[src/rtl/fqc_pkg.sv]
package fqc_pkg;

  // ----------------------------------------
  // Register map
  // ----------------------------------------
  localparam logic [7:0] REG_CTRL   = 8'h00;
  localparam logic [7:0] REG_STATUS = 8'h04;
  localparam logic [7:0] REG_ADDR   = 8'h08;
  localparam logic [7:0] REG_WDATA  = 8'h0c;
  localparam logic [7:0] REG_RDATA  = 8'h10;

  localparam int CTRL_BYTE_POS = 8;
  localparam int ST_BUSY       = 0;
  localparam int ST_ID         = 1;
  localparam int ST_CFI        = 2;
  localparam int ST_SEC        = 3;
  localparam int ST_ERR        = 4;
  localparam int ST_FAIL       = 5;
  localparam int ST_LOCKED     = 6;
  localparam int ST_PROT       = 7;
  localparam int ID_LOCK_BIT   = 7;
  localparam int FAIL_BIT      = 5;
  localparam int PROT_BIT      = 0;

  // ----------------------------------------
  // Flash command words
  // ----------------------------------------
  localparam logic [21:0] UNL1_W   = 22'h000555;
  localparam logic [21:0] UNL2_W   = 22'h0002aa;
  localparam logic [21:0] UNL1_B   = 22'h000aaa;
  localparam logic [21:0] UNL2_B   = 22'h000555;
  localparam logic [21:0] CFI_W    = 22'h000055;
  localparam logic [21:0] CFI_B    = 22'h0000aa;
  localparam logic [15:0] D_UNL1   = 16'h00aa;
  localparam logic [15:0] D_UNL2   = 16'h0055;
  localparam logic [15:0] D_ID     = 16'h0090;
  localparam logic [15:0] D_RESET  = 16'h00f0;
  localparam logic [15:0] D_CFI    = 16'h0098;
  localparam logic [15:0] D_SEC_EN = 16'h0088;
  localparam logic [15:0] D_EXIT2  = 16'h0000;
  localparam logic [1:0]  ID_LOCK_ADDR = 2'h3;
  localparam logic [1:0]  ID_PROT_ADDR = 2'h2;

  // ----------------------------------------
  // Pin timing
  // ----------------------------------------
  localparam int CLK_NS    = 20;
  localparam int T_WP_NS   = 35;
  localparam int T_ACC_NS  = 70;
  localparam int SYNC_CYC  = 2;
  localparam int WE_CYC    = (T_WP_NS + CLK_NS - 1) / CLK_NS;
  localparam int RD_CYC    = (T_ACC_NS + CLK_NS - 1) / CLK_NS + SYNC_CYC;

  typedef enum logic [2:0] {
    OP_NONE   = 3'h0,
    OP_READ   = 3'h1,
    OP_WRITE  = 3'h2,
    OP_ID     = 3'h3,
    OP_RESET  = 3'h4,
    OP_CFI    = 3'h5,
    OP_SEC_EN = 3'h6,
    OP_SEC_EX = 3'h7
  } fqc_op_t;

  typedef struct packed {
    logic        last;
    logic        wr;
    logic [21:0] addr;
    logic [15:0] data;
  } fqc_step_t;

endpackage : fqc_pkg

[src/rtl/fqc_cyc_if.sv]
`timescale 1ns/1ns
interface fqc_cyc_if;
  logic        req;
  logic        wr;
  logic [21:0] addr;
  logic [15:0] wdata;
  logic        done;
  logic [15:0] rdata;

  modport master (output req, output wr, output addr, output wdata, input done, input rdata);
  modport engine (input req, input wr, input addr, input wdata, output done, output rdata);
endinterface : fqc_cyc_if

[src/rtl/fqc_top.sv]
`timescale 1ns/1ns
module fqc_top
  import fqc_pkg::*;
(
  input  wire logic        pclk,
  input  wire logic        presetn,
  input  wire logic        psel,
  input  wire logic        penable,
  input  wire logic        pwrite,
  input  wire logic [7:0]  paddr,
  input  wire logic [31:0] pwdata,
  output logic [31:0]      prdata,
  output logic             pready,
  output logic             pslverr,
  output logic [21:0]      fl_addr,
  output logic [15:0]      fl_dq_out,
  input  wire logic [15:0] fl_dq_in,
  output logic             fl_dq_oe_n,
  output logic             fl_ce_n,
  output logic             fl_oe_n,
  output logic             fl_we_n,
  output logic             fl_byte_n
);

  typedef enum logic [1:0] {
    S_IDLE = 2'b01,
    S_RUN  = 2'b10
  } fqc_st_t;

  fqc_cyc_if cyc ();

  fqc_st_t     st_q;
  fqc_op_t     op_q;
  logic [1:0]  idx_q;
  logic        req_q;
  logic        byte_q;
  logic [21:0] addr_q;
  logic [15:0] wdata_q;
  logic [15:0] rdata_q;
  logic        id_q, cfi_q, sec_q, prev_id_q;
  logic        err_q, fail_q, locked_q, prot_q;

  // ----------------------------------------
  // Command steps
  // ----------------------------------------
  function automatic fqc_step_t step_of(fqc_op_t op, logic [1:0] i, logic bm, logic [21:0] a, logic [15:0] d);
    fqc_step_t s;
    logic [21:0] u1;
    logic [21:0] u2;
    u1 = bm ? UNL1_B : UNL1_W;
    u2 = bm ? UNL2_B : UNL2_W;
    s  = '{last: 1'b1, wr: 1'b1, addr: a, data: d};
    case (op)
      OP_ID, OP_SEC_EN, OP_SEC_EX:
      begin
        s.last = (op == OP_SEC_EX) ? (i == 2'h3) : (i == 2'h2);
        s.addr = (i == 2'h1) ? u2 : ((i == 2'h3) ? 22'h000000 : u1);
        s.data = (i == 2'h0) ? D_UNL1 : (i == 2'h1) ? D_UNL2 : (i == 2'h3) ? D_EXIT2 :
                 (op == OP_SEC_EN) ? D_SEC_EN : D_ID;
      end
      OP_RESET:
      begin
        s.addr = 22'h000000;
        s.data = D_RESET;
      end
      OP_CFI:
      begin
        s.addr = bm ? CFI_B : CFI_W;
        s.data = D_CFI;
      end
      OP_READ:
        s.wr = 1'b0;
      default:
        s.last = 1'b1;
    endcase
    return s;
  endfunction : step_of

  // ----------------------------------------
  // Decode
  // ----------------------------------------
  wire        apb_acc   = psel && penable && !pready;
  wire        apb_wr    = apb_acc && pwrite;
  wire        hit       = (paddr == REG_CTRL) || (paddr == REG_STATUS) || (paddr == REG_ADDR) ||
                          (paddr == REG_WDATA) || (paddr == REG_RDATA);
  wire        ctrl_wr   = apb_wr && (paddr == REG_CTRL);
  wire fqc_op_t new_op  = fqc_op_t'(pwdata[2:0]);
  wire        idle      = (st_q == S_IDLE);
  wire        only_rst  = cfi_q || fail_q;
  wire        refuse    = (new_op == OP_CFI && (cfi_q || sec_q)) ||
                          (new_op == OP_SEC_EX && !sec_q) ||
                          (only_rst && new_op != OP_RESET && new_op != OP_READ) ||
                          (id_q && new_op != OP_RESET && new_op != OP_READ && new_op != OP_CFI);
  wire        start     = ctrl_wr && new_op != OP_NONE && idle && !refuse;
  wire        bad_cmd   = ctrl_wr && new_op != OP_NONE && !start;
  wire fqc_step_t stp   = step_of(op_q, idx_q, byte_q, addr_q, wdata_q);
  wire        fin       = (st_q == S_RUN) && cyc.done && stp.last;
  wire [1:0]  wlow      = byte_q ? addr_q[2:1] : addr_q[1:0];
  wire        err_clr   = apb_wr && (paddr == REG_STATUS) && pwdata[ST_ERR];
  wire [31:0] status_w  = {24'h000000, prot_q, locked_q, fail_q, err_q, sec_q, cfi_q, id_q, !idle};
  wire [31:0] rd_mux    = (paddr == REG_CTRL)   ? {23'h000000, byte_q, 8'h00} :
                          (paddr == REG_STATUS) ? status_w :
                          (paddr == REG_ADDR)   ? {10'h000, addr_q} :
                          (paddr == REG_WDATA)  ? {16'h0000, wdata_q} :
                          (paddr == REG_RDATA)  ? {16'h0000, rdata_q} : 32'h00000000;

  assign cyc.req   = req_q;
  assign cyc.wr    = stp.wr;
  assign cyc.addr  = stp.addr;
  assign cyc.wdata = stp.data;

  // ----------------------------------------
  // APB slave
  // ----------------------------------------
  always_ff @(posedge pclk or negedge presetn)
  begin
    if (!presetn)
    begin
      pready    <= 1'b0;
      pslverr   <= 1'b0;
      prdata    <= 32'h00000000;
      byte_q    <= 1'b0;
      fl_byte_n <= 1'b1;
      addr_q    <= 22'h000000;
      wdata_q   <= 16'h0000;
    end
    else
    begin
      pready  <= apb_acc;
      pslverr <= apb_acc && !hit;
      prdata  <= (apb_acc && !pwrite) ? rd_mux : 32'h00000000;
      if (ctrl_wr && idle)
      begin
        byte_q    <= pwdata[CTRL_BYTE_POS];
        fl_byte_n <= !pwdata[CTRL_BYTE_POS];
      end
      if (apb_wr && paddr == REG_ADDR && idle)
        addr_q <= pwdata[21:0];
      if (apb_wr && paddr == REG_WDATA && idle)
        wdata_q <= pwdata[15:0];
    end
  end

  // ----------------------------------------
  // Sequencer
  // ----------------------------------------
  always_ff @(posedge pclk or negedge presetn)
  begin
    if (!presetn)
    begin
      st_q  <= S_IDLE;
      op_q  <= OP_NONE;
      idx_q <= 2'h0;
      req_q <= 1'b0;
    end
    else
    begin
      req_q <= 1'b0;
      case (st_q)
        S_IDLE:
        begin
          if (start)
          begin
            st_q  <= S_RUN;
            op_q  <= new_op;
            idx_q <= 2'h0;
            req_q <= 1'b1;
          end
        end
        S_RUN:
        begin
          if (cyc.done)
          begin
            idx_q <= idx_q + 2'h1;
            req_q <= !stp.last;
            st_q  <= stp.last ? S_IDLE : S_RUN;
          end
        end
        default:
          st_q <= S_IDLE;
      endcase
    end
  end

  // ----------------------------------------
  // Mode tracking and results
  // ----------------------------------------
  always_ff @(posedge pclk or negedge presetn)
  begin
    if (!presetn)
    begin
      id_q      <= 1'b0;
      cfi_q     <= 1'b0;
      sec_q     <= 1'b0;
      prev_id_q <= 1'b0;
      err_q     <= 1'b0;
      fail_q    <= 1'b0;
      locked_q  <= 1'b0;
      prot_q    <= 1'b0;
      rdata_q   <= 16'h0000;
    end
    else
    begin
      // Set wins over clear
      err_q <= bad_cmd || (err_q && !err_clr);
      if (fin)
      begin
        case (op_q)
          OP_ID:
            id_q <= 1'b1;
          OP_RESET:
          begin
            id_q   <= cfi_q ? prev_id_q : 1'b0;
            cfi_q  <= 1'b0;
            fail_q <= 1'b0;
          end
          OP_CFI:
          begin
            cfi_q     <= 1'b1;
            prev_id_q <= id_q;
            id_q      <= 1'b0;
          end
          OP_SEC_EN:
            sec_q <= 1'b1;
          OP_SEC_EX:
            sec_q <= 1'b0;
          OP_READ:
          begin
            rdata_q <= cyc.rdata;
            if (id_q && wlow == ID_LOCK_ADDR)
              locked_q <= cyc.rdata[ID_LOCK_BIT];
            if (id_q && wlow == ID_PROT_ADDR)
              prot_q <= cyc.rdata[PROT_BIT];
            if (!id_q && !cfi_q && !sec_q && cyc.rdata[FAIL_BIT])
              fail_q <= 1'b1;
          end
          default:
            rdata_q <= rdata_q;
        endcase
      end
    end
  end

  fqc_cycle u_cycle (
    .pclk       (pclk),
    .presetn    (presetn),
    .cyc        (cyc.engine),
    .fl_addr    (fl_addr),
    .fl_dq_out  (fl_dq_out),
    .fl_dq_in   (fl_dq_in),
    .fl_dq_oe_n (fl_dq_oe_n),
    .fl_ce_n    (fl_ce_n),
    .fl_oe_n    (fl_oe_n),
    .fl_we_n    (fl_we_n)
  );

  cfi_refused_a: assert property (@(posedge pclk) disable iff (!presetn)
    ctrl_wr && new_op == OP_CFI && (cfi_q || sec_q) |=> err_q && idle)
    else $error("query command not refused");
  exit_refused_a: assert property (@(posedge pclk) disable iff (!presetn)
    ctrl_wr && new_op == OP_SEC_EX && !sec_q |=> err_q && !req_q)
    else $error("exit issued outside region");
  query_addr_a: assert property (@(posedge pclk) disable iff (!presetn)
    req_q && op_q == OP_CFI |-> cyc.addr == (byte_q ? CFI_B : CFI_W) && cyc.wdata == D_CFI)
    else $error("query command at wrong address");
  id_third_a: assert property (@(posedge pclk) disable iff (!presetn)
    $rose(id_q) && !$past(cfi_q) |-> $past(op_q) == OP_ID && $past(idx_q) == 2'h2 && $past(cyc.wdata) == D_ID)
    else $error("id mode without 90h third write");
  exit_four_a: assert property (@(posedge pclk) disable iff (!presetn)
    $fell(sec_q) |-> $past(idx_q) == 2'h3 && $past(op_q) == OP_SEC_EX)
    else $error("region left without four writes");
  cfi_return_a: assert property (@(posedge pclk) disable iff (!presetn)
    fin && op_q == OP_RESET && cfi_q |=> !cfi_q && id_q == $past(prev_id_q))
    else $error("query reset to wrong mode");
  id_exit_a: assert property (@(posedge pclk) disable iff (!presetn)
    fin && op_q == OP_RESET && !cfi_q |=> !id_q && !fail_q)
    else $error("reset left id mode or failure set");
  fail_hold_a: assert property (@(posedge pclk) disable iff (!presetn)
    fail_q && !(fin && op_q == OP_RESET) |=> fail_q)
    else $error("failure cleared without reset");
  apb_answer_a: assert property (@(posedge pclk) disable iff (!presetn)
    psel && penable && !pready |=> pready ##1 !pready)
    else $error("apb answer not one cycle");

  id_entry_c: cover property (@(posedge pclk) disable iff (!presetn) $rose(id_q));
  cfi_from_id_c: cover property (@(posedge pclk) disable iff (!presetn) $rose(cfi_q) && prev_id_q);
  sec_round_c: cover property (@(posedge pclk) disable iff (!presetn) $fell(sec_q));
  fail_reset_c: cover property (@(posedge pclk) disable iff (!presetn) $fell(fail_q));

endmodule : fqc_top

[src/rtl/fqc_cycle.sv]
`timescale 1ns/1ns
module fqc_cycle
  import fqc_pkg::*;
#(
  parameter int WE_CYCLES = WE_CYC,
  parameter int RD_CYCLES = RD_CYC
)(
  input  wire logic  pclk,
  input  wire logic  presetn,
  fqc_cyc_if.engine  cyc,
  output logic [21:0] fl_addr,
  output logic [15:0] fl_dq_out,
  input  wire logic [15:0] fl_dq_in,
  output logic        fl_dq_oe_n,
  output logic        fl_ce_n,
  output logic        fl_oe_n,
  output logic        fl_we_n
);

  if (WE_CYCLES < 1 || WE_CYCLES > 255 || RD_CYCLES < SYNC_CYC + 1 || RD_CYCLES > 255)
  begin : g_chk
    $error("fqc_cycle: pulse counts out of range");
  end

  typedef enum logic [3:0] {
    C_IDLE  = 4'b0001,
    C_SETUP = 4'b0010,
    C_PULSE = 4'b0100,
    C_DONE  = 4'b1000
  } fqc_cst_t;

  fqc_cst_t    st_q;
  logic [7:0]  cnt_q;
  logic        wr_q;
  logic [15:0] sync1_q;
  logic [15:0] sync2_q;
  logic        done_q;
  logic [15:0] rdata_q;

  wire        accept  = (st_q == C_IDLE) && cyc.req;
  wire        pul_end = (st_q == C_PULSE) && (cnt_q == 8'h01);
  wire [7:0]  pul_len = wr_q ? WE_CYCLES[7:0] : RD_CYCLES[7:0];

  assign cyc.done  = done_q;
  assign cyc.rdata = rdata_q;

  // ----------------------------------------
  // Data pin synchroniser
  // ----------------------------------------
  always_ff @(posedge pclk or negedge presetn)
  begin
    if (!presetn)
    begin
      sync1_q <= 16'h0000;
      sync2_q <= 16'h0000;
    end
    else
    begin
      sync1_q <= fl_dq_in;
      sync2_q <= sync1_q;
    end
  end

  // ----------------------------------------
  // One bus cycle
  // ----------------------------------------
  always_ff @(posedge pclk or negedge presetn)
  begin
    if (!presetn)
    begin
      st_q       <= C_IDLE;
      cnt_q      <= 8'h00;
      wr_q       <= 1'b0;
      fl_addr    <= 22'h000000;
      fl_dq_out  <= 16'h0000;
      fl_dq_oe_n <= 1'b1;
      fl_ce_n    <= 1'b1;
      fl_oe_n    <= 1'b1;
      fl_we_n    <= 1'b1;
      done_q     <= 1'b0;
      rdata_q    <= 16'h0000;
    end
    else
    begin
      done_q <= 1'b0;
      case (st_q)
        C_IDLE:
        begin
          if (accept)
          begin
            st_q       <= C_SETUP;
            wr_q       <= cyc.wr;
            fl_addr    <= cyc.addr;
            fl_dq_out  <= cyc.wdata;
            fl_dq_oe_n <= !cyc.wr;
            fl_ce_n    <= 1'b0;
          end
        end
        C_SETUP:
        begin
          st_q    <= C_PULSE;
          cnt_q   <= pul_len;
          fl_we_n <= !wr_q;
          fl_oe_n <= wr_q;
        end
        C_PULSE:
        begin
          cnt_q <= cnt_q - 8'h01;
          if (pul_end)
          begin
            st_q    <= C_DONE;
            fl_we_n <= 1'b1;
            fl_oe_n <= 1'b1;
            rdata_q <= wr_q ? rdata_q : sync2_q;
          end
        end
        C_DONE:
        begin
          st_q       <= C_IDLE;
          fl_ce_n    <= 1'b1;
          fl_dq_oe_n <= 1'b1;
          done_q     <= 1'b1;
        end
        default:
          st_q <= C_IDLE;
      endcase
    end
  end

  we_pulse_len_a: assert property (@(posedge pclk) disable iff (!presetn)
    $fell(fl_we_n) |-> (!fl_we_n)[*2] ##0 !fl_dq_oe_n)
    else $error("write strobe shorter than two cycles or data not driven");

  strobe_excl_a: assert property (@(posedge pclk) disable iff (!presetn)
    !(!fl_we_n && !fl_oe_n) && (!fl_ce_n || (fl_we_n && fl_oe_n)))
    else $error("strobes overlap or active without chip enable");

endmodule : fqc_cycle

[config.mk]
export PLATFORM = sky130hd
export DESIGN_NAME = fqc_top
export DESIGN_NICKNAME = d
export VERILOG_FILES = /design/src/rtl/fqc_pkg.sv /design/src/rtl/fqc_cyc_if.sv /design/src/rtl/fqc_top.sv /design/src/rtl/fqc_cycle.sv
export SDC_FILE = /design/constraint.sdc
export NUM_CORES = 1
export LEC_CHECK = 0
export BUFFER_PORTS_ARGS = -buffer_cell sky130_fd_sc_hd__clkbuf_2
export CORE_MARGIN = 10
export CORE_UTILIZATION = 35
export CTS_BUF_LIST = sky130_fd_sc_hd__clkbuf_4 sky130_fd_sc_hd__clkbuf_8
export CTS_CLUSTER_DIAMETER = 60
export DETAILED_ROUTE_END_ITERATION = 12
export SKIP_CTS_REPAIR_TIMING = 1
export SYNTH_ARGS = -nofsm -noshare
export SYNTH_HDL_FRONTEND = slang
export SYNTH_SLANG_ARGS = --single-unit
[constraint.sdc]
create_clock -name pclk -period 2.44 [get_ports pclk]
set_input_delay 0.488 -clock pclk [delete_from_list [all_inputs] [get_ports pclk]]
set_output_delay 0.488 -clock pclk [all_outputs]
set_load 0.02 [all_outputs]
==> impl_results.md, run 1 <==
* Status: finished, final reports clean
* GR Overflow Total at 0
* Avg Synthesized Cell Area at 11.8 um^2
* Initial DRC count at 342
* Port bufs at 117
* Root Buffer Master: clkbuf_8
* Die Wd at about 170 um
* # rows at 56
* Busiest grt layer: met2
* Worst Setup EP: u_cycle.cyc.rdata[2]
* Num CTS Buffers at 17
* Seq/Total Area, Yosys at 0.606
* Antenna viol nets, final at 0
* Total track usage at 0.137
* EDFF count, synth at 0
* TritonRoute pass-1 iters at 4
* Worst path arrival time at 2450 ps
* Setup tns final at 0 ps
* Slew Limit Fails at 0
* WL per Instance at approximately 17 um
* Internal at between 4 and 5 mW
* GR Layer Usage met2 at 0.200
* Worst Hold Class: in -> reg
* Multi-input logic area at 3030 um^2
* Synthesis-to-layout area growth at 18.3%
* Clock network fraction of design power at 0.367
* Critical path fanouts, max at 16
* Sw Pwr at between 1 and 1.5 mW
* I/O pins at 138
* Layout cell share with drive strength beyond 1 at 0.330
* Drt total wl at 20100 um
* Crit. Startpoint: u_cycle.cnt_q[3]
* Reg2Reg Launch Point: u_cycle.cnt_q[3]
* R2R depth at 6
* Clk Latency, worst-skew pair at 480 ps
* Ant diodes at 0
* Switching share of power at 0.251
* Reg2reg end: u_cycle.cyc.rdata[2]
* Final hold violations at 0
* Clk sinks at 200
* Via count at 5568
* Core area at roughly 23000 um^2
* Final #Nets at 902
* FF+latch area at 5010 um^2
* Worst VDD drop at between 300 and 400 uV
* Vias in the first global route at 5882
* HPWL after DPL at 14500 um
* Ys async rst share at 1.00
* Met3 Use GR at 0.0340
* H-tree levels at 4
* CTS Buffer Depth at 2
* Slew Limit Headroom at 0.589
* # setup viols final at 0
* Initial antenna violation count at 0
* RSZ-0062 raised after global routing: false
* Share of total power in combinational logic at 0.057
* Fill cells at approximately 2300
* Period utilisation layout at 0.859
* Post-synthesis instance area at just over 8000 um^2
* Post-synthesis instance total at 699
* Leak Pwr at 4.90 nW
* Main synth FF type: dfrtp_1
* Met1 GRT Util at 0.194
* Slew @ Worst Pin at 608 ps
* Placed cell area at roughly 9400 um^2
* Fin crit period at 2100 ps
* Yosys cell types at 56
* PwrDens at 601 nW/um^2
* PnR Total Power at about 6 mW
* Fmax achieved at 0.477 GHz
* Pin count of the biggest net entering global routing at 75
* CTS tree: yes
* DRC at 0
* CP Data Required Time at 2790 ps
* Die H at 174 um
* Total number of yosys warnings at 0
* Die ar. at 30200 um^2
* Crit Path Category: reg -> reg
* Worst R2R Setup Slack at 340 ps
* Startpoint Class: register
* Final Instance Area at 9790 um^2
* Initial Util at 0.354
* Synth Register Bits at 200
* Clock-pin slew on the worst setup and hold paths at 110 ps
* MaxCap Viol Count at 0
* First-pass GRT wire length at 32800 um
* Vias per cell at 4.78
* Layout Skew at about 22 ps
* Reg power frac at 0.576
* RD Place Congestion at 0.819
* Worst setup EP type: register
[sequential cells by signal, indices dropped and copies added, names as in the netlist, 2 cells and up]
register and flops:
u_cycle.cyc.rdata 16, u_cycle.fl_dq_out 16, u_cycle.sync1_q 16, op_q 3
u_cycle.fl_addr 22, idx_q 2, rdata_q 16, wdata_q 16
u_cycle.sync2_q 16, prdata 22, u_cycle.st_q 4, st_q 2
u_cycle.cnt_q 8, addr_q 22
[worst max-delay path: stages, from the launching register on]
cell and delay, ps:
dfrtp_1 460, nor4_1 340, and3_1 250, nand3_1 140
nor2_1 240, buf_12 200, mux2_2 340
[how the worst min path moves through the flow]
stage	from	endpoint	slack, ps	depth (start not counted)
finish	fl_dq_in[7]	u_cycle.sync1_q[7]	110	1
global route	fl_dq_in[7]	u_cycle.sync1_q[7]	70	1
CTS	presetn	u_cycle.wr_q	-20	1
detailed placement	u_cycle.sync1_q[9]	u_cycle.sync2_q[9]	330	0
global placement	u_cycle.sync1_q[14]	u_cycle.sync2_q[14]	330	0
floorplan	presetn	addr_q[0]	190	0
[kinds of logic after synthesis]
kind of cell,Yosys count,synth area share
and+or+nand+nor,236,0.135
DFF,200,0.606
AOI/OAI and AO/OA,102,0.0784
muxes,96,0.134
buffers and inverters,55,0.0333
adders and majority gates,9,0.0136
other,1,0.000453
[final cells by class]
type / instances / area share
flip-flops and latches: 200 / 0.512
inverters: 15 / 0.00575
clock buffers: 20 / 0.0281
clock inverters: 12 / 0.0135
repair buffers: 145 / 0.0901
multi-input cells: 453 / 0.310
well taps: 319 / 0.0408
[stage by stage]
stage                     utilization  worst slack, ps  hold WS [ps]  cells
after floorplan                     -              121           192    708
after global placement          0.400              126           333   1131
after detailed placement        0.400              106           335   1131
after CTS                       0.418              296         -21.7   1163
after global routing            0.418              115          70.8   1164
final                           0.418              345           114   1164
[power groups by stage]
stage | Clock [mW] | Sequential [mW] | Combinational (mW)
finish | 2.16 | 3.39 | 0.335
global route | 2.36 | 3.40 | 0.375
CTS | 2.23 | 3.39 | 0.341
detailed placement | 0 | 3.46 | 0.340
global placement | 0 | 3.46 | 0.336
floorplan | 0 | 3.46 | 0.156
[metal layers]
metal	share of wire	wire (um)
met4	0.011	230
met5	0	0
met3	0.043	868
met1	0.50	10100
met2	0.44	8840
[cell usage after synthesis (9+ instances only)]
| master | n | area (um^2) |
|---|---|---|
| dfrtp_1 | 193 | 4830 |
| nand2_1 | 94 | 353 |
| nand3_1 | 32 | 160 |
| clkbuf_1 | 20 | 75.1 |
| a22oi_1 | 15 | 113 |
| ha_1 | 9 | 113 |
| and2_1 | 12 | 75.1 |
| a21oi_1 | 28 | 140 |
| nor3_1 | 9 | 45.0 |
| o21ai_0 | 24 | 120 |
| mux2_2 | 79 | 890 |
| inv_1 | 14 | 52.6 |
| nor2_1 | 48 | 180 |
| buf_4 | 11 | 82.6 |
| mux2_4 | 10 | 150 |
[layout by cell type (no fill, tap or decap), types with 6 or more instances in the layout]
| cell | synthesis | routed |
|---|---|---|
| dfrtp_1 | 193 | 193 |
| clkbuf_2 | 0 | 116 |
| nand2_1 | 94 | 94 |
| mux2_2 | 79 | 79 |
| nor2_1 | 48 | 47 |
| nand3_1 | 32 | 32 |
| a21oi_1 | 28 | 28 |
| o21ai_0 | 24 | 24 |
| clkbuf_8 | 0 | 21 |
| buf_4 | 11 | 21 |
| a22oi_1 | 15 | 15 |
| inv_1 | 14 | 14 |
| and2_1 | 12 | 12 |
| mux2_4 | 10 | 10 |
| conb_1 | 1 | 10 |
| ha_1 | 9 | 9 |
| nor3_1 | 9 | 8 |
| mux2i_1 | 7 | 7 |
| nand4_1 | 7 | 7 |
| nor2b_1 | 7 | 7 |
| dfstp_2 | 7 | 7 |
| buf_12 | 1 | 6 |
Note: power is estimated with default switching activity, not from simulation.
==> inputs of run 2 (changes only) <==
--- a/config.mk
+++ b/config.mk
@@ -11,6 +11,7 @@
 export CTS_BUF_LIST = sky130_fd_sc_hd__clkbuf_4 sky130_fd_sc_hd__clkbuf_8
 export CTS_CLUSTER_DIAMETER = 60
 export DETAILED_ROUTE_END_ITERATION = 12
+export RECOVER_POWER = 100
 export SKIP_CTS_REPAIR_TIMING = 1
 export SYNTH_ARGS = -nofsm -noshare
 export SYNTH_HDL_FRONTEND = slang
==> run 2 against run 1 <==
Against the previous run: clock power about the same; utilization decreased by 0.86 points; highest routed layer unchanged; wire length increased by 0.69%; largest cell class unchanged.
==> impl_results.md, run 2 (synthesis results as in run 1) <==
* Hold Path End: u_cycle.sync1_q[7]
* RD Place Congestion at 0.819
* H-tree levels at 4
* Worst Hold Launch: fl_dq_in[7]
* Slew Limit Headroom at 0.0260
* Worst R2R Setup Slack at 270 ps
* Slew @ Worst Pin at 1460 ps
* Period utilisation layout at 0.913
* Status: finished, final reports clean
* Clock-pin slew on the worst setup and hold paths at 100 ps
* CTS tree: yes
* Initial DRC count at 357
* Core area at 23400 um^2
* Core Util, Final at 0.410
* PwrDens at a little over 600 nW/um^2
* Worst setup EP type: register
* Layout Skew at ~22 ps
* Internal at around 4.4 mW
* Clk Latency, worst-skew pair at 480 ps
* Ant diodes at 0
* Fill cells at 2374
* # setup viols final at 0
* CP Data Required Time at between 2000 and 3000 ps
* Reg power frac at 0.578
* Initial Util at 0.354
* Delay-heaviest family, CP: simple AND/OR/NAND/NOR gates
* Cell at the slowest stage of the critical path: or4_4
* Worst path arrival time at 2640 ps
* DRC at 0
* Die Wd at roughly 170 um
* Vias in the first global route at 5882
* Fmax achieved at 0.449 GHz
* Critical path fanouts, max at 14
* First-pass GRT wire length at roughly 33000 um
* Die ar. at 30200 um^2
* Most common cell after layout, fill and taps aside: dfrtp_1
* Crit Path Category: in -> reg
* Final #Nets at approximately 900
* Sw Pwr at between 1 and 1.5 mW
* Pin count of the biggest net entering global routing at 75
* Share of total power in combinational logic at 0.056
* Layout cell share with drive strength beyond 1 at 0.224
* Top flop regs: addr_q (22), prdata (22), u_cycle.fl_addr (22)
* Die H at approximately 170 um
* Reg2reg end: addr_q[11]
* Via count at around 5600
* MaxCap Viol Count at 0
* Final hold violations at 0
* WL per Instance at 17.4 um
* I/O pins at 138
* Startpoint Class: input pin
* Drt total wl at 20200 um
* Root Buffer Master: clkbuf_8
* R2R depth at 6
* Port bufs at 117
* Reg2Reg Launch Point: st_q[0]
* Critical Path Max Stage Delay at slightly below 600 ps
* Antenna viol nets, final at 0
* Total track usage at 0.137
* Worst VDD drop at about 300 uV
* Commonest cells after routing, fill and taps aside: dfrtp_1, nand2_1, mux2_2
* Clk sinks at 200
* Synthesis-to-layout area growth at 15.8%
* CP Buf/Inv Count at 2
* Leak Pwr at 4.62 nW
* Switching share of power at 0.250
* Initial antenna violation count at 0
* # rows at 56
* Fin crit period at 2230 ps
* TritonRoute pass-1 iters at 6
* RSZ-0062 raised after global routing: false
* HPWL after DPL at 14500 um
* Cells along the critical path: clkbuf_1 > or4_4 > nor3_1 > and2_1 > clkbuf_1 > and3b_1 > and2_1
* Num CTS Buffers at 17
* GR Overflow Total at 0
* Clock network fraction of design power at 0.366
* Vias per cell at 4.79
* Cells on Worst Hold Path at 1
* CTS Buffer Depth at 2
* Worst Hold Class: in -> reg
* Setup tns final at 0 ps
* Slew Limit Fails at 0
==> run 2: how the worst max path moves through the flow <==
| stage | from | end | slack [ps] | cells after the start |
|---|---|---|---|---|
| after detailed placement | paddr[0] | wdata_q[5] | 110 | 7 |
| after global placement | paddr[0] | wdata_q[5] | 130 | 7 |
| after CTS | u_cycle.cnt_q[3] | u_cycle.cyc.rdata[5] | 300 | 6 |
| after global routing | paddr[0] | prdata[20] | 70 | 7 |
| final | paddr[0] | prdata[20] | 210 | 7 |
| after floorplan | paddr[0] | wdata_q[10] | 120 | 8 |
==> run 2: power by group through the flow <==
stage | sequential (mW) | clock [mW] | combinational (mW)
final | 3.39 | 2.15 | 0.327
after global routing | 3.40 | 2.36 | 0.367
after CTS | 3.39 | 2.23 | 0.341
after detailed placement | 3.46 | 0 | 0.340
after global placement | 3.46 | 0 | 0.336
after floorplan | 3.46 | 0 | 0.156
==> run 2: layout make-up <==
class,count,area [um^2],share of cell area
inverter,15,56.3,0.00587
clock buffer,20,275,0.0287
sequential,200,5010,0.523
clock inverter,12,133,0.0138
multi-input combinational,453,2980,0.311
timing repair buffer,145,732,0.0763
tap,319,399,0.0416
==> run 2: per-layer routing <==
layer	routed length (um)	GRT usage	vias up
met5	0	0	-
met3	938	0.0340	24
met1	10200	0.194	2701
met2	8810	0.200	150
li1	-	-	2695
met4	301	0.0435	0
==> run 2: metrics by stage <==
stage               instances  power [mW]  instance area [um^2]  worst slack [ps]  hold WS [ps]
detailed placement       1131        3.80                  9370               106           335
CTS                      1163        5.96                  9780               296         -21.7
global placement         1131        3.79                  9370               126           333
floorplan                 708        3.61                  8310               121           192
finish                   1164        5.87                  9590               213           117
global route             1164        6.12                  9590              67.1          70.8
==> run 2: worst register-to-register path, cell delays in order (launching register included) <==
cell and delay, ps:
dfstp_1 550, ha_1 240, inv_1 130, nor2_1 200, nand4_1 120, clkbuf_2 410
mux2_2 420
==> inputs of run 3 (changes only) <==
==> constraint.sdc (replaced) <==
create_clock -name pclk -period 2.25 [get_ports pclk]
set_input_delay 0.45 -clock pclk [delete_from_list [all_inputs] [get_ports pclk]]
set_output_delay 0.45 -clock pclk [all_outputs]
set_load 0.02 [all_outputs]
==> run 3 against run 2 <==
Against the previous run: total power increased by 7.3%; final cell count grew 0.69%; setup slack got worse by 26 ps.
==> impl_results.md, run 3 (synthesis results as in run 1) <==
* R2R depth at 6
* Hold Path End: u_cycle.sync1_q[7]
* DP Worst Slack at -39.9 ps
* Setup tns final at 0 ps
* Core Util, Final at 0.410
* TritonRoute pass-1 iters at 4
* FF+latch area at 5010 um^2
* Cell at the slowest stage of the critical path: dfrtp_1
* Cells along the critical path: nor4_1 > and3_1 > nand3_1 > nor2_2 > buf_12 > mux2_2
* Layout cell share with drive strength beyond 1 at 0.236
* GR Overflow Total at 0
* Final hold slack at 86.6 ps
* H-tree levels at 4
* Status: finished, final reports clean
* Share of total power in combinational logic at 0.056
* I/O pins at 138
* CP Data Required Time at 2590 ps
* Initial Util at 0.354
* Worst Hold Class: in -> reg
* # setup viols final at 0
* CTS tree: yes
* Fill cells at 2363
* Most common cell after layout, fill and taps aside: dfrtp_1
* Reg2reg end: u_cycle.cyc.rdata[0]
* Metal2 WL at 8830 um
* Port bufs at roughly 120
* Startpoint Class: register
* Final Instance Area at between 9000 and 10000 um^2
* Crit Path Category: reg -> reg
* RD Place Congestion at 0.809
* Placed cell area at 9430 um^2
* Critical path fanouts, max at 16
* Worst setup EP type: register
* Clock network fraction of design power at 0.360
* Clk Latency, worst-skew pair at 460 ps
* PwrDens at approximately 660 nW/um^2
* Die Wd at between 150 and 200 um
* MaxCap Viol Count at 0
* Initial antenna violation count at 0
* Cells on Worst Hold Path at 1
* Fmax achieved at roughly 0.48 GHz
* Dpl cells at 1139
* Final #Nets at 910
* Top flop regs: addr_q (22), prdata (22), u_cycle.fl_addr (22)
* Via count at around 5600
* Worst path arrival time at 2400 ps
* CP Buf/Inv Count at 1
* Root Buffer Master: clkbuf_8
* Sw Pwr at 1.51 mW
* Num CTS Buffers at 17
* Vias per cell at 4.79
* Slew @ Worst Pin at ~1000 ps
* Delay-heaviest family, CP: simple AND/OR/NAND/NOR gates
* Max Used Layer: met4
* PnR Total Power at roughly 6.3 mW
* CTS Buffer Depth at 2
* Internal at 4.79 mW
* Critical Path Max Stage Delay at 460 ps
* Layout Skew at 21.0 ps
* WL per Instance at approximately 17 um
* Core area at 23400 um^2
* Fin crit period at ~2100 ps
* Leak Pwr at 4.64 nW
* Reg power frac at 0.584
* # rows at 56
* Ant diodes at 0
* Clock-pin slew on the worst setup and hold paths at 100 ps
* Die H at 174 um
* Drt total wl at 20200 um
* Commonest cells after routing, fill and taps aside: dfrtp_1, nand2_1, mux2_2
* Multi-input logic area at 2980 um^2
* Slew Limit Headroom at 0.323
* Worst Hold Launch: fl_dq_in[7]
* Worst VDD drop at 334 uV
* Reg2Reg Launch Point: u_cycle.cnt_q[3]
* Final hold violations at 0
* Clk sinks at 200
* Die ar. at just over 30000 um^2
* Period utilisation layout at 0.917
* Initial DRC count at 392
* Pin count of the biggest net entering global routing at 55
* Metal3 WL at 1050 um
* Slew Limit Fails at 0
* Worst R2R Setup Slack at 190 ps
* DRC at 0
* First-pass GRT wire length at between 30000 and 40000 um
* RSZ-0062 raised after global routing: false
* Synthesis-to-layout area growth at 16.0%
* HPWL after DPL at 14800 um
* Total track usage at 0.133
* Final Non-Filler Cells at between 1000 and 1500
* Antenna viol nets, final at 0
* Metal1 wirelength at 10000 um
* Switching share of power at 0.240
* Worst Setup Slack, final at 187 ps
* Vias in the first global route at 5657
run 3: cell type report:
cell class              instances  share of cell area
clock buffers                  24              0.0311
well taps                     319              0.0416
flip-flops and latches        200               0.522
repair buffers                153              0.0800
multi-input cells             453               0.310
clock inverters                 8             0.00912
inverters                      15             0.00586
run 3: power by group through the flow:
stage	Combinational, mW	Clock, mW	Sequential (mW)
6_report	0.351	2.27	3.68
3_3_place_gp	0.371	0	3.75
2_1_floorplan	0.169	0	3.75
3_5_place_dp	0.373	0	3.75
5_1_grt	0.398	2.49	3.69
4_1_cts	0.375	2.34	3.68
run 3: worst max-delay path by stage:
stage	depth (start not counted)	endpoint	from	slack [ps]
final	6	u_cycle.cyc.rdata[0]	u_cycle.cnt_q[3]	190
after global routing	6	u_cycle.fl_addr[1]	u_cycle.st_q[1]	10
after CTS	6	u_cycle.cyc.rdata[0]	u_cycle.cnt_q[4]	90
after detailed placement	7	wdata_q[3]	paddr[0]	-40
after global placement	7	wdata_q[5]	paddr[0]	-20
after floorplan	8	wdata_q[10]	paddr[0]	-30
run 3: worst reg2reg max path, stage by stage (launching register included):
cell     delay, ps
dfrtp_1        460
nor4_1         320
and3_1         240
nand3_1        160
nor2_2         230
buf_12         190
mux2_2         350
run 3: routing by layer:
metal,track usage,up-vias
met3,0.0338,20
met1,0.190,2743
met5,0,-
met4,0.0435,0
li1,-,2699
met2,0.192,147
